File: src/hdl/failover_defines.vh
// constants for the hot-standby link failover controller
`ifndef FAILOVER_DEFINES_VH
`define FAILOVER_DEFINES_VH
`define CH_FIBRE        1'b0
`define CH_COPPER       1'b1
`define TMO_W           16
`define TMO_RESET       16'h0064
`define RECONF_W        4
`define RECONF_CYCLES   4'h8
`endif

File: src/hdl/hot_standby_link_failover.v
// hot-standby failover between a fibre and a copper ethernet channel
`timescale 1ns/1ps
`include "failover_defines.vh"
module hot_standby_link_failover
(
	// clock and reset
	input  wire                 clk_sys,
	input  wire                 rst_b,
	// link status from the two phys
	input  wire                 link_up_fibre,
	input  wire                 link_up_copper,
	// settings
	input  wire [`TMO_W-1:0]    timeout_ticks,
	input  wire [7:0]           tick_div,
	input  wire                 initial_channel,
	// controller handshakes
	input  wire                 reconfig_done,
	// status and control outputs
	output reg                  active_channel,
	output reg                  network_card_fail_alarm,
	output reg                  standby_link_ok,
	output reg                  timer_running,
	output reg                  reconfig_start,
	output reg                  renegotiate_start,
	output reg                  swap_event
);
	localparam ST_MON    = 5'b00001;
	localparam ST_TIMER  = 5'b00010;
	localparam ST_RECONF = 5'b00100;
	localparam ST_RENEG  = 5'b01000;
	localparam ST_INIT   = 5'b10000;

	reg [4:0]          state;
	reg [4:0]          next_state;
	reg [`TMO_W-1:0]   timer;
	reg [`RECONF_W-1:0] reconf_cnt;
	wire               tick;
	wire               active_up;
	wire               standby_up;
	wire               timer_expired;
	wire               fail_seen;
	wire               swap_now;
	wire               resume_mon;
	wire               reconf_exit;
	wire [`TMO_W-1:0]  load_value;

	// fibre or copper selected by the active channel bit
	assign active_up  = (active_channel == `CH_FIBRE) ? link_up_fibre : link_up_copper;
	assign standby_up = (active_channel == `CH_FIBRE) ? link_up_copper : link_up_fibre;

	tick_divider u_div
	(
		.clk_sys   (clk_sys),
		.rst_b     (rst_b),
		.run       (timer_running),
		.div_ratio (tick_div),
		.tick      (tick)
	);

	// next state
	always @*
	begin
		next_state = state;
		case (state)
			ST_INIT:
			begin
				// one edge to catch the channel strap
				next_state = ST_MON;
			end
			ST_MON:
			begin
				if (!active_up)
					next_state = ST_TIMER;
			end
			ST_TIMER:
			begin
				if (active_up)
					next_state = ST_MON;
				else if (timer_expired)
					next_state = standby_up ? ST_RECONF : ST_MON;
			end
			ST_RECONF:
			begin
				// fallback count keeps a silent controller from hanging the swap
				if (reconfig_done || (reconf_cnt == `RECONF_CYCLES))
					next_state = ST_RENEG;
			end
			ST_RENEG:
			begin
				next_state = ST_MON;
			end
			default:
			begin
				next_state = ST_INIT;
			end
		endcase
	end

	// decisions shared by the state register and the outputs
	assign timer_expired = tick && (timer <= `TMO_W'h0001);
	assign fail_seen     = (state == ST_MON) && !active_up;
	assign swap_now      = (state == ST_TIMER) && (next_state == ST_RECONF);
	assign resume_mon    = (state == ST_TIMER) && (next_state == ST_MON);
	assign reconf_exit   = (state == ST_RECONF) && (next_state == ST_RENEG);
	// zero setting taken as one tick so the timer always ends
	assign load_value    = (timeout_ticks == `TMO_W'h0000) ? `TMO_W'h0001 : timeout_ticks;

	// state register
	always @(posedge clk_sys or negedge rst_b)
	begin
		if (!rst_b)
		begin
			state <= ST_INIT;
		end
		else
		begin
			state <= next_state;
		end
	end

	// failover timer: loaded on the first failed sample, counted on divider ticks
	always @(posedge clk_sys or negedge rst_b)
	begin
		if (!rst_b)
		begin
			timer <= `TMO_RESET;
		end
		else if (fail_seen)
		begin
			timer <= load_value;
		end
		else if ((state == ST_TIMER) && (next_state == ST_TIMER) && tick)
		begin
			timer <= timer - `TMO_W'h0001;
		end
	end

	// timer running flag, also the divider's run input
	always @(posedge clk_sys or negedge rst_b)
	begin
		if (!rst_b)
		begin
			timer_running <= 1'b0;
		end
		else
		begin
			case (state)
				ST_MON:
				begin
					if (!active_up)
						timer_running <= 1'b1;
				end
				ST_TIMER:
				begin
					// dropped for a cycle even with both down; the monitor reloads it
					if (next_state != ST_TIMER)
						timer_running <= 1'b0;
				end
				default:
				begin
					timer_running <= 1'b0;
				end
			endcase
		end
	end

	// reconfiguration wait counter
	always @(posedge clk_sys or negedge rst_b)
	begin
		if (!rst_b)
		begin
			reconf_cnt <= {`RECONF_W{1'b0}};
		end
		else if (swap_now)
		begin
			reconf_cnt <= {`RECONF_W{1'b0}};
		end
		else if (state == ST_RECONF)
		begin
			reconf_cnt <= reconf_cnt + `RECONF_W'h1;
		end
	end

	// channel selection: strap after reset, flipped on a swap
	always @(posedge clk_sys or negedge rst_b)
	begin
		if (!rst_b)
		begin
			active_channel <= `CH_FIBRE;
		end
		else if (state == ST_INIT)
		begin
			// strap caught after reset release, not under it
			active_channel <= initial_channel;
		end
		else if (swap_now)
		begin
			active_channel <= ~active_channel;
		end
	end

	// alarm follows the active link only where the state machine looks at it
	always @(posedge clk_sys or negedge rst_b)
	begin
		if (!rst_b)
		begin
			network_card_fail_alarm <= 1'b0;
		end
		else
		begin
			case (state)
				ST_MON:
				begin
					network_card_fail_alarm <= !active_up;
				end
				ST_TIMER:
				begin
					// alarm stays up if both links are down
					if (resume_mon)
						network_card_fail_alarm <= !active_up;
				end
				ST_RENEG:
				begin
					// new channel judged once renegotiation has been started
					network_card_fail_alarm <= !active_up;
				end
				default:
				begin
					network_card_fail_alarm <= network_card_fail_alarm;
				end
			endcase
		end
	end

	// one-cycle pulses to the ethernet controller, plus the standby sample
	always @(posedge clk_sys or negedge rst_b)
	begin
		if (!rst_b)
		begin
			swap_event        <= 1'b0;
			reconfig_start    <= 1'b0;
			renegotiate_start <= 1'b0;
			standby_link_ok   <= 1'b0;
		end
		else
		begin
			swap_event        <= swap_now;
			reconfig_start    <= swap_now;
			renegotiate_start <= reconf_exit;
			standby_link_ok   <= standby_up;
		end
	end
endmodule // hot_standby_link_failover

File: src/hdl/tick_divider.v
// divider making a one-cycle tick for the failover timer
`timescale 1ns/1ps
module tick_divider
(
	// clock and reset
	input  wire        clk_sys,
	input  wire        rst_b,
	// divide control
	input  wire        run,
	input  wire [7:0]  div_ratio,
	// tick out
	output reg         tick
);
	reg [7:0] cnt;

	// count down while running, restart when idle so each wait starts fresh
	always @(posedge clk_sys or negedge rst_b)
	begin
		if (!rst_b)
		begin
			cnt  <= 8'h00;
			tick <= 1'b0;
		end
		else if (!run)
		begin
			cnt  <= div_ratio;
			tick <= 1'b0;
		end
		else if (cnt == 8'h00)
		begin
			cnt  <= div_ratio;
			tick <= 1'b1;
		end
		else
		begin
			cnt  <= cnt - 8'h01;
			tick <= 1'b0;
		end
	end
endmodule // tick_divider

File: config.mk
export PLATFORM = sky130hd
export DESIGN_NAME = hot_standby_link_failover
export DESIGN_NICKNAME = d
export VERILOG_FILES = /design/src/hdl/hot_standby_link_failover.v /design/src/hdl/tick_divider.v
export VERILOG_INCLUDE_DIRS = /design/src /design/src/hdl
export SDC_FILE = /design/constraint.sdc
export NUM_CORES = 1
export LEC_CHECK = 0
export BUFFER_PORTS_ARGS = -buffer_cell sky130_fd_sc_hd__buf_2
export CORE_MARGIN = 2
export CORE_UTILIZATION = 24
export DETAILED_ROUTE_END_ITERATION = 12
export GPL_TIMING_DRIVEN = 0
export SETUP_SLACK_MARGIN = 0.02
export SYNTH_ARGS = -nofsm -noshare
export SYNTH_HDL_FRONTEND = slang
export SYNTH_SLANG_ARGS = --single-unit
File: constraint.sdc
create_clock -name clk_sys -period 6.2 [get_ports clk_sys]
set_clock_uncertainty 0.1 [all_clocks]
set_input_delay 0.93 -clock clk_sys [delete_from_list [all_inputs] [get_ports clk_sys]]
set_output_delay 0.93 -clock clk_sys [all_outputs]
set_load 0.005 [all_outputs]
* Word-level counts from Yosys, hierarchy flattened *
Index checks and enable logic that the tools add are counted.

operators by class
  add/subtract/negate cells = 3
  $lt $le $gt $ge = 1
  equality and inequality tests = 14
  mux-type cells = 24
  bitwise gates (word level) = 1
  reductions and logical operators = 19

operators by type and width
  kind                                                             number
  2-to-1 mux 16 bit                                                3
  2-to-1 mux 5 bit                                                 4
  case mux 5 bit (4 select lines)                                  1
  less-or-equal comparator 16 x 1 -> 1 bit, second input constant  1
  logical NOT 16 bit                                               1
  2-to-1 mux 8 bit                                                 2
  subtractor 16 x 1 -> 16 bit, second input constant               1
  equality test 5 x 1 -> 1 bit, second input constant              2
  equality test 5 x 2 -> 1 bit, second input constant              2
  equality test 5 x 3 -> 1 bit, second input constant              2
  equality test 5 x 4 -> 1 bit, second input constant              2
  2-to-1 mux 1 bit                                                 9
  logical NOT 8 bit                                                1
  2-to-1 mux 4 bit                                                 2
  nonzero test 2 bit                                               4
  subtractor 8 x 1 -> 8 bit, second input constant                 1
  logical AND 1 bit                                                7
  equality test 5 bit, second input constant                       1
  != test 5 x 2 -> 1 bit, second input constant                    1
  adder 4 x 1 -> 4 bit, second input constant                      1
  equality test 4 bit, second input constant                       1
  != test 2 bit, second input constant                             2
  case mux 1 bit (2 select lines)                                  2
  AND reduction 2 bit                                              2
  6 further kinds                                                  7

word-level totals
  flip-flop bits (word level) = 40
  bits of input ports = 30

* Longest topological paths before layout *
Gate-level depths: netlist (run 1).

  depth in word-level cells = 10
  depth in mapped cells = 8
  depth with buffers taken out = 7

* Modules after synthesis *
A second synthesis (run 1) with hierarchy kept.

unflattened totals
  cells, all modules = 269
  area total of the unflattened synthesis = 2457.4 µm²

modules (own cells, without submodules)
  module                     instances  cells each  area each (µm²)  seq. area each (µm²)
  hot_standby_link_failover  1          220         1960.6           780.7
  tick_divider               1          49          496.7            225.2

* Least setup slack after synthesis (run 1) *
Ideal clock, no wire load.

  path kind = in2reg
  from = input port link_up_copper
  to = register timer[14]
  setup time = 0.125 ns
  arrival time = 2.325 ns
  data required time = 5.975 ns
  slack = 3.650 ns
  stages = 4
  buffers on the path = 1
  path through = mux2_2 > nor4b_1 > clkbuf_1 > mux2_2

on the way
  longest elaborated chain between the ends = 9
  elaborated cells between the ends (all ways) = 14
  classes of those cells = eq/ne (1); mux (8); reduce/logical (5)

RTL lines
  what                                 line                             RTL
  from (decl)                          hot_standby_link_failover.v:11   input wire link_up_copper,
  2-to-1 mux 1 bit                     hot_standby_link_failover.v:49   assign standby_up = (active_channel == `CH_FIBRE) ? link_up_copper : link_up_fibre;
  2-to-1 mux 3 bit                     hot_standby_link_failover.v:80   next_state = standby_up ? ST_RECONF : ST_MON;
  2-to-1 mux 5 bit                     hot_standby_link_failover.v:79   else if (timer_expired)
  2-to-1 mux 5 bit                     hot_standby_link_failover.v:77   if (active_up)
  case mux 5 bit (4 select lines)      hot_standby_link_failover.v:64   case (state)
  equality test 5 x 2 -> 1 bit         hot_standby_link_failover.v:132  else if ((state == ST_TIMER) && (next_state == ST_TIMER) && tick)
  logical AND 1 bit (2 in a row)       hot_standby_link_failover.v:132
  nonzero test 2 bit (no source line)  -
  to (signal assigned)                 hot_standby_link_failover.v:126  timer <= `TMO_RESET;
  to (signal assigned)                 hot_standby_link_failover.v:130  timer <= load_value;
  to (signal assigned)                 hot_standby_link_failover.v:134  timer <= timer - `TMO_W'h0001;
  to (decl)                            hot_standby_link_failover.v:35   reg [`TMO_W-1:0] timer;

Several ways; a longest one is shown, not always the timed one.
A chain may end at the register's enable or synchronous reset.

* Final worst setup path (run 1) *
  from = input port link_up_copper
  to = register timer[10]

Same word-level chain as after synthesis.

==> parameters.txt, run 1 <==
Parameter                              Value

Status
  Status    completed

STA
  Worst-margin pin slew    1.11 ns
  Total negative slack    0 ns
  Count of endpoints failing setup in the final report    0
  Final Cycle Share    45.7%
  Max-slew headroom    25.3%
  Final hold viol count    0
  Achievable Freq    353 MHz
  Unrepaired setup endpoints after global routing    no
  Final critical delay including setup and external delays    2.83 ns
  Final count of pins violating max slew    0

Synth
  Number of nets in the synthesized netlist    277
  Cell variety after synth    44
  Sequential fraction of the synthesis area    44.9%
  Post-synth top area cell    dfrtp_1
  Number of enable flip-flop cells after synthesis    0
  Gate count after technology mapping    241
  Average size of a mapped cell    9.29 µm²
  Flops & latches, synth    40
  Area share of the largest cell type after synthesis    40.2%
  Largest cells by area after synthesis    dfrtp_1 (40%), o21ai_0 (6.3%), xor2_1 (5.9%)
  Synth warn    0
  Dominant cell by count in the synthesized netlist    dfrtp_1
  Area of the mapped netlist    2240 µm²
  Leading cell types by count after synthesis    dfrtp_1 (36), nand2_1 (33), o21ai_0 (28), nor2_1 (21), xor2_1 (15)
  Prevailing post-synth register cell    dfrtp_1
  Post-synthesis async set-or-reset flop share    100%

Floorplanning
  Row cnt    35
  Starting density of the core    24.5%
  Core area    9150 µm²
  Top-Level Pins    37
  Die Wd    101 µm
  DIE AREA    10100 µm²
  Height of the die    101 µm

Clocking
  Clock Tree Root    clkbuf_8
  CTS tree    yes
  Clk buf depth    2
  Clk pin slew, worst setup/hold paths    0.08 ns
  Clock H-tree levels    2
  Inserted Clock Buffers    5
  Cts repair resizes    0
  Number of hold buffers added after cts    0
  Number of clock sinks    40
  Post-CTS repair timing setup buffer count    0
  Latest clock arrival within the worst-skew pair    0.30 ns

Hold path
  Worst hold path class    reg2reg

GRT
  Global-route total usage across every layer    10.7%
  Overall overflow remaining after global route    0
  Global-route wire length before repair    8560 µm
  Via count of the first global-routing pass    1786
  Pin count of the biggest net entering global routing    41
  Antenna violations before repair    0

Flow run
  # Max-Cap Violations    0

Finish
  Number of antenna repair diodes    0
  Finished layout cell area    2650 µm²
  Count of filler cells inserted in the layout    955
  Fin util    29.0%
  Share of post-route cells with drive strength above 1    23.2%
  Layout Area Growth over Synthesis    18.4%
  Final net count    320

Worst setup path
  Setup slack, reg-to-reg    3.51 ns
  CP Launch Type    input pin
  Req. time, crit path    6.30 ns
  Critical path class    in2reg
  CP arrival    2.93 ns
  Worst Setup End Kind    flip-flop
  Top fanout value on the critical path    10

Detailed routing
  Number of vias in the routed layout    1812
  Total DRC errors in the routed layout    0
  Number of DRC markers in iteration 0    50
  Initial DRT Pass Iterations    4
  Drt wl/cell    12.7 µm
  Overall routed net length    5040 µm
  Routed via count divided by cell count    4.58
  Remaining number of nets flagged by the antenna check after routing    0

Placement
  Number of buffers inserted by port buffering    36
  Final weighted congestion of routability-driven global placement    0.824
  Post-detail-place hpwl    3750 µm
  Area after detailed placement    2560 µm²

Pwr
  Static power due to leakage    1.14 nW
  Maximum resistive drop on vdd    0.116 mV
  Ratio of total power to cell area    367 nW/µm²
-- critical path, cell delays in order --
cell and delay [ns]:
buf_2 0.11, mux2i_1 0.26, nand4_1 0.21, a211oi_2 0.64, buf_2 0.34, nand2_1 0.10, xor2_1 0.15, o21ai_0 0.18
-- registers in the layout, summed over array words and instances, names as in the netlist --
register,flops
timer,16
u_div.cnt,8
state,5
reconf_cnt,4
active_channel,1
network_card_fail_alarm,1
renegotiate_start,1
standby_link_ok,1
swap_event,1
timer_running,1
u_div.tick,1
-- worst paths after layout --
path	endpoint	start	depth (start not counted)
worst max register to register	timer[10]	timer[0]	8
worst max-delay path	timer[10]	link_up_copper	8
min in group asynchronous	standby_link_ok	rst_b	1
worst min register to register	u_div.cnt[0]	u_div.cnt[0]	1
worst min-delay path	u_div.cnt[0]	u_div.cnt[0]	1
max in group asynchronous	u_div.cnt[3]	rst_b	1
-- logic make-up (layout without fill, tap and decap cells) --
family                   after synthesis  in the layout  synth area share [%]
AO/OA/AOI/OAI                         45             45                  12.4
buffers and inverters                 19             63                  3.52
flip-flops                            40             40                  44.9
AND/OR/NAND/NOR                      102            102                  23.9
adder cells (fa/ha/maj)                6              6                  3.35
XOR/XNOR                              23             23                  9.00
multiplexers                           6              6                  2.91
-- per-layer routing --
layer,share of wire (%),track usage [%]
met1,48,14.6
met2,45,16.4
met3,5.0,2.84
met4,1.6,3.90
met5,0,0
-- cell type report --
cell class | count | area (µm²) | share of cell area, %
multi-input cells | 182 | 1150 | 43.5
flip-flops and latches | 40 | 1010 | 38.0
repair buffers | 36 | 180 | 6.80
well taps | 111 | 139 | 5.24
clock buffers | 6 | 82.6 | 3.12
inverters | 11 | 41.3 | 1.56
plain buffers | 8 | 37.5 | 1.42
clock inverters | 2 | 10.0 | 0.378
-- cell usage in the layout (no fill, tap or decap), types with 2 or more instances in the layout --
cell type  count
mux2_2         4
dfrtp_1       36
and2_1         2
nand4_1        5
nor2_1        21
clkbuf_1       4
nand3b_1       2
nand2_1       33
buf_2         39
xor2_1        15
mux2i_1        2
nand2b_1       2
nand3_1        5
and3_1         2
clkinv_2       2
ha_1           6
a21oi_1        3
o21ai_0       28
nor2b_1        4
xnor2_1        8
nor4_1         7
dfstp_2        4
o311ai_0       3
inv_1         11
nor4_4         2
nor3_1        10
clkbuf_8       6
-- metrics by stage --
step	setup WS, ns	instances	power (W)	hold slack, ns
finish	3.37	396	0.000973	0.403
global placement	3.15	388	0.000782	0.384
CTS	3.36	396	0.000988	0.408
floorplan	3.65	241	0.000690	0.362
detailed placement	3.05	388	0.000794	0.392
global route	3.21	396	0.00107	0.449
-- where the power goes --
group,total [W],leakage (nW),internal (W),switching (W)
sequential,0.000435,0.492,0.000353,0.0000822
combinational,0.000352,0.593,0.000157,0.000195
clock,0.000186,0.0510,0.0000890,0.0000969
total,0.000973,1.14,0.000599,0.000374
No activity file was read; power rests on OpenSTA's default activity.
==> inputs of run 2 (changes only) <==
Clock period 6.2 ns to 2.55 ns, I/O delays scaled along.
==> run 2 against run 1 <==
Net effect:
- worst setup slack lost 3.2 ns
- combinational power grew 150%
- clock power grew 140%
- critical path depth shrank 1
- wire length shrank 0.77%
- final cell count grew 1.0%
- largest power group unchanged
- sequential cell count is the same
- register-to-register slack lost 3.3 ns
- global-route usage is essentially flat
- non-clock buffer count grew 4
==> parameters.txt, run 2 (synthesized netlist as in run 1, its figures left out) <==
Parameter                              Value

Placement
  Final weighted congestion of routability-driven global placement    0.824
  Post-detail-place hpwl    3750 µm
  Worst slack after detailed placement    -0.124 ns
  Number of buffers inserted by port buffering    36

Worst setup path
  Req. time, crit path    2.63 ns
  Worst Setup End Kind    flip-flop
  CP Launch Type    flip-flop
  Critical path class    reg2reg
  Buffer and inverter count on the worst path    1
  Top fanout value on the critical path    7
  Worst path cell trace    or3_2 > nor4_4 > a211oi_4 > buf_4 > nand4b_1 > xnor2_1 > mux2_2
  Critical-path top delay cell    or3_2
  Crit path largest cell delay    0.53 ns
  Cell family contributing the most delay on the critical path    simple AND/OR/NAND/NOR gates
  CP arrival    2.45 ns

GRT
  Global-route wire length before repair    8600 µm
  Global-route total usage across every layer    10.7%
  Overall overflow remaining after global route    0
  Pin count of the biggest net entering global routing    41
  Via count of the first global-routing pass    1796
  Antenna violations before repair    0

Floorplanning
  Row cnt    35
  Starting density of the core    24.5%
  DIE AREA    10100 µm²
  Die Wd    101 µm
  Top-Level Pins    37
  Core area    9150 µm²
  Height of the die    101 µm

Detailed routing
  Initial DRT Pass Iterations    4
  Total DRC errors in the routed layout    0
  Remaining number of nets flagged by the antenna check after routing    0
  Number of DRC markers in iteration 0    53
  Overall routed net length    5000 µm
  Routed via count divided by cell count    4.63
  Drt wl/cell    12.5 µm
  Number of vias in the routed layout    1853

Finish
  Largest registers    timer (16), u_div.cnt (8), state (5)
  Largest register FFs    16
  Number of antenna repair diodes    0
  Share of post-route cells with drive strength above 1    25.3%
  Final net count    324
  Register bank with the most flops    timer
  Commonest cells after routing, fill and taps aside    buf_2 (39), dfrtp_1 (35), nand2_1 (33), o21ai_0 (28), nor2_1 (21)
  Count of filler cells inserted in the layout    951
  FF+latch area    1010 µm²
  Most common cell after layout, fill and taps aside    buf_2
  Area used by multi-input combinational logic    1170 µm²
  Layout Area Growth over Synthesis    20.5%

Clocking
  Clk pin slew, worst setup/hold paths    0.08 ns
  CTS tree    yes
  Inserted Clock Buffers    5
  Clock Tree Root    clkbuf_8
  Clock H-tree levels    2
  Number of clock sinks    40
  Latest clock arrival within the worst-skew pair    0.30 ns
  Clk buf depth    2

Flow run
  # Max-Cap Violations    0

STA
  Max-slew headroom    24.7%
  Worst-margin pin slew    1.12 ns
  Unrepaired setup endpoints after global routing    no
  Count of endpoints failing setup in the final report    0
  Final Cycle Share    93.1%
  Final critical delay including setup and external delays    2.37 ns
  Final worst setup slack    0.177 ns
  Total negative slack    0 ns
  Achievable Freq    421 MHz
  Final hold viol count    0
  Final count of pins violating max slew    0

Pwr
  Ratio of total power to cell area    880 nW/µm²
  Maximum resistive drop on vdd    0.282 mV
  Static power due to leakage    1.16 nW

Status
  Status    completed

Hold path
  Worst hold path class    in2async
-- run 2: changes by cell type in the layout (fill, tap and decap cells not counted), sizes merged --
cell  delta
buf      +4
-- run 2: routing by layer --
layer  share of wire, %  up-vias  GRT usage, %  wire length (µm)
met3                5.4        8          2.84               268
met1                 47      864          14.5              2360
met4                1.7        0          3.90                83
met2                 46       47          16.6              2280
met5                  0        -             0                 0
li1                   -      934             -                 -
-- run 2: area by class of cell --
cell class                 instances  area share, %
multi-input combinational        182           43.3
clock inverter                     2          0.371
tap                              111           5.15
timing repair buffer              40           7.80
inverter                          11           1.53
sequential                        40           37.4
buffer                             8           1.44
clock buffer                       6           3.06
-- run 2: worst register-to-register path: stages (launching register included) --
cell and delay (ns):
dfrtp_1 0.41, or3_2 0.53, nor4_4 0.46, a211oi_4 0.15, buf_4 0.18, nand4b_1 0.11, xnor2_1 0.07, mux2_2 0.26
-- run 2: worst paths after layout --
path	start	end	cells after the start	slack, ns
worst max-delay path	timer[10]	timer[14]	7	0.18
worst min-delay path	rst_b	timer[9]	1	0.10
worst max register to register	timer[10]	timer[14]	7	0.18
worst min register to register	u_div.cnt[0]	u_div.cnt[0]	1	0.40
max in group asynchronous	rst_b	timer[0]	1	1.64
min in group clk_sys	tick_div[5]	u_div.cnt[5]	3	0.19
-- run 2: per-stage QoR --
stage               area, µm²  cells  hold WS [ns]  util (%)  total power (W)
finish                   2700    400         0.101      29.5          0.00237
global route             2700    400         0.188      29.5          0.00260
CTS                      2660    396         0.156      29.1          0.00241
detailed placement       2560    388         0.392      27.9          0.00193
global placement         2560    388         0.384      27.9          0.00190
floorplan                2240    241       -0.0131         -          0.00168
-- run 2: power breakdown --
group	switching, W	internal, W	total, W
clock	0.000234	0.000216	0.000450
sequential	0.000200	0.000860	0.00106
combinational	0.000478	0.000385	0.000863
total	0.000912	0.00146	0.00237
-- run 2: what timing repair did --
action,CTS,global route
pin swaps,1,3
resized for setup,2,3
setup endpoints to repair,13,14
setup buffers,0,4
hold buffers,0,0
==> inputs of run 3 (changes only) <==
Settings changed: GPL_TIMING_DRIVEN 0 to not set.
==> run 3 against run 2 <==
Net effect:
- first-iteration DRC count shrank 19%
- register-to-register slack worse by 0.02 ns
- total power is 0.34% higher
- non-clock buffer count shrank 5
- clock power down 4%
- cell area decreased by 1.0%
- count of clock-buffer cells in the layout is 2 higher
- wire length is 2.2% lower
- critical path depth fell by 1
==> parameters.txt, run 3 (synthesized netlist as in run 1, its figures left out) <==
Parameter                              Value

Detailed routing
  Top routing layer in use    met4
  Met2 WL post-DR    2190 µm
  Remaining number of nets flagged by the antenna check after routing    0
  Initial DRT Pass Iterations    4
  Number of vias in the routed layout    1840
  Post-Route M1 WL    2420 µm
  Total DRC errors in the routed layout    0
  Length of routed met3 wiring    229 µm
  Overall routed net length    4890 µm
  Drt wl/cell    12.4 µm
  Routed via count divided by cell count    4.66
  Number of DRC markers in iteration 0    43

Finish
  Number of antenna repair diodes    0
  Share of post-route cells with drive strength above 1    23.9%
  Count of filler cells inserted in the layout    975
  Largest register FFs    16
  Layout Area Growth over Synthesis    19.2%
  Register bank with the most flops    timer
  Post-route insts no fill    395
  Commonest cells after routing, fill and taps aside    dfrtp_1 (36), buf_2 (36), nand2_1 (33), o21ai_0 (28), nor2_1 (21)
  Largest registers    timer (16), u_div.cnt (8), state (5)
  Final net count    319

GRT
  Global-route total usage across every layer    10.3%
  Via count of the first global-routing pass    1737
  Antenna violations before repair    0
  Overall overflow remaining after global route    0
  Global-route wire length before repair    8270 µm
  Pin count of the biggest net entering global routing    41

Flow run
  # Max-Cap Violations    0

STA
  Final count of pins violating max slew    0
  Final hold viol count    0
  Worst-margin pin slew    0.893 ns
  Achievable Freq    418 MHz
  Final critical delay including setup and external delays    2.39 ns
  Count of endpoints failing setup in the final report    0
  Unrepaired setup endpoints after global routing    no
  Max-slew headroom    40.5%
  Final Cycle Share    93.8%
  Total negative slack    0 ns

Clocking
  Post-CTS repair timing setup buffer count    0
  Clock H-tree levels    2
  Cts repair resizes    0
  Latest clock arrival within the worst-skew pair    0.29 ns
  Clock Tree Root    clkbuf_8
  Number of clock sinks    40
  Clk pin slew, worst setup/hold paths    0.08 ns
  Inserted Clock Buffers    5
  Clk buf depth    2
  Number of hold buffers added after cts    0
  CTS tree    yes

Hold path
  Worst hold path class    in2async

Floorplanning
  Core area    9150 µm²
  Top-Level Pins    37
  Die Wd    101 µm
  Starting density of the core    24.5%
  Height of the die    101 µm
  Row cnt    35
  DIE AREA    10100 µm²

Pwr
  Maximum resistive drop on vdd    0.319 mV
  Static power due to leakage    1.14 nW
  Ratio of total power to cell area    892 nW/µm²

Worst setup path
  CP arrival    2.50 ns
  Req. time, crit path    2.66 ns
  Setup slack, reg-to-reg    0.16 ns
  CP Launch Type    flip-flop
  Critical path class    reg2reg
  Top fanout value on the critical path    16
  Worst Setup End Kind    flip-flop

Placement
  Final weighted congestion of routability-driven global placement    0.798
  Number of buffers inserted by port buffering    36
  Post-detail-place hpwl    3680 µm
  Number of cells in the design after placement    387

Status
  Status    completed
[run 3: cell count changes in the layout (fill, tap and decap cells not counted), sizes merged]
cell | before | now
buf | 44 | 43
clkbuf | 10 | 8
clkinv | 2 | 0
[run 3: final cells by class]
cell class,instances,area (µm²),share of cell area (%)
sequential,40,1010,37.7
inverter,11,41.3,1.55
multi-input combinational,182,1160,43.5
tap,111,139,5.20
timing repair buffer,43,233,8.72
clock buffer,8,90.1,3.38
[run 3: where the power goes]
| part | internal [W] | switching, W |
|---|---|---|
| sequential | 0.000859 | 0.000211 |
| combinational | 0.000407 | 0.000471 |
| clock | 0.000221 | 0.000213 |
[run 3: metal layers]
| metal | vias to the layer above | track usage (%) |
|---|---|---|
| met2 | 49 | 15.1 |
| li1 | 928 | - |
| met1 | 859 | 14.7 |
| met4 | 0 | 2.85 |
| met5 | - | 0 |
| met3 | 4 | 3.05 |
[run 3: final timing paths]
path	startpoint	endpoint	depth (start not counted)
worst min register to register	u_div.cnt[0]	u_div.cnt[0]	1
max in group asynchronous	rst_b	timer[13]	1
worst max-delay path	timer[4]	timer[1]	6
worst max register to register	timer[4]	timer[1]	6
min in group clk_sys	tick_div[2]	u_div.cnt[2]	3
worst min-delay path	rst_b	timer[4]	1
[run 3: metrics by stage]
step           utilization (%)  hold slack, ns  power (W)  cell area (µm²)  setup WS, ns
2_1_floorplan                -         -0.0131    0.00168             2240         0.340
3_3_place_gp              28.2           0.384    0.00193             2580         0.246
3_5_place_dp              28.2           0.393    0.00196             2580         0.169
4_1_cts                   29.2           0.154    0.00242             2670         0.150
5_1_grt                   29.2           0.186    0.00260             2670        0.0448
6_report                  29.2           0.116    0.00238             2670         0.159
[run 3: critical path, stage by stage (launching register included)]
cell and delay, ns:
dfrtp_1 0.45, or4_4 0.54, nor4_4 0.41, a211oi_2 0.17, buf_4 0.22, mux2_2 0.27
o21ai_0 0.15
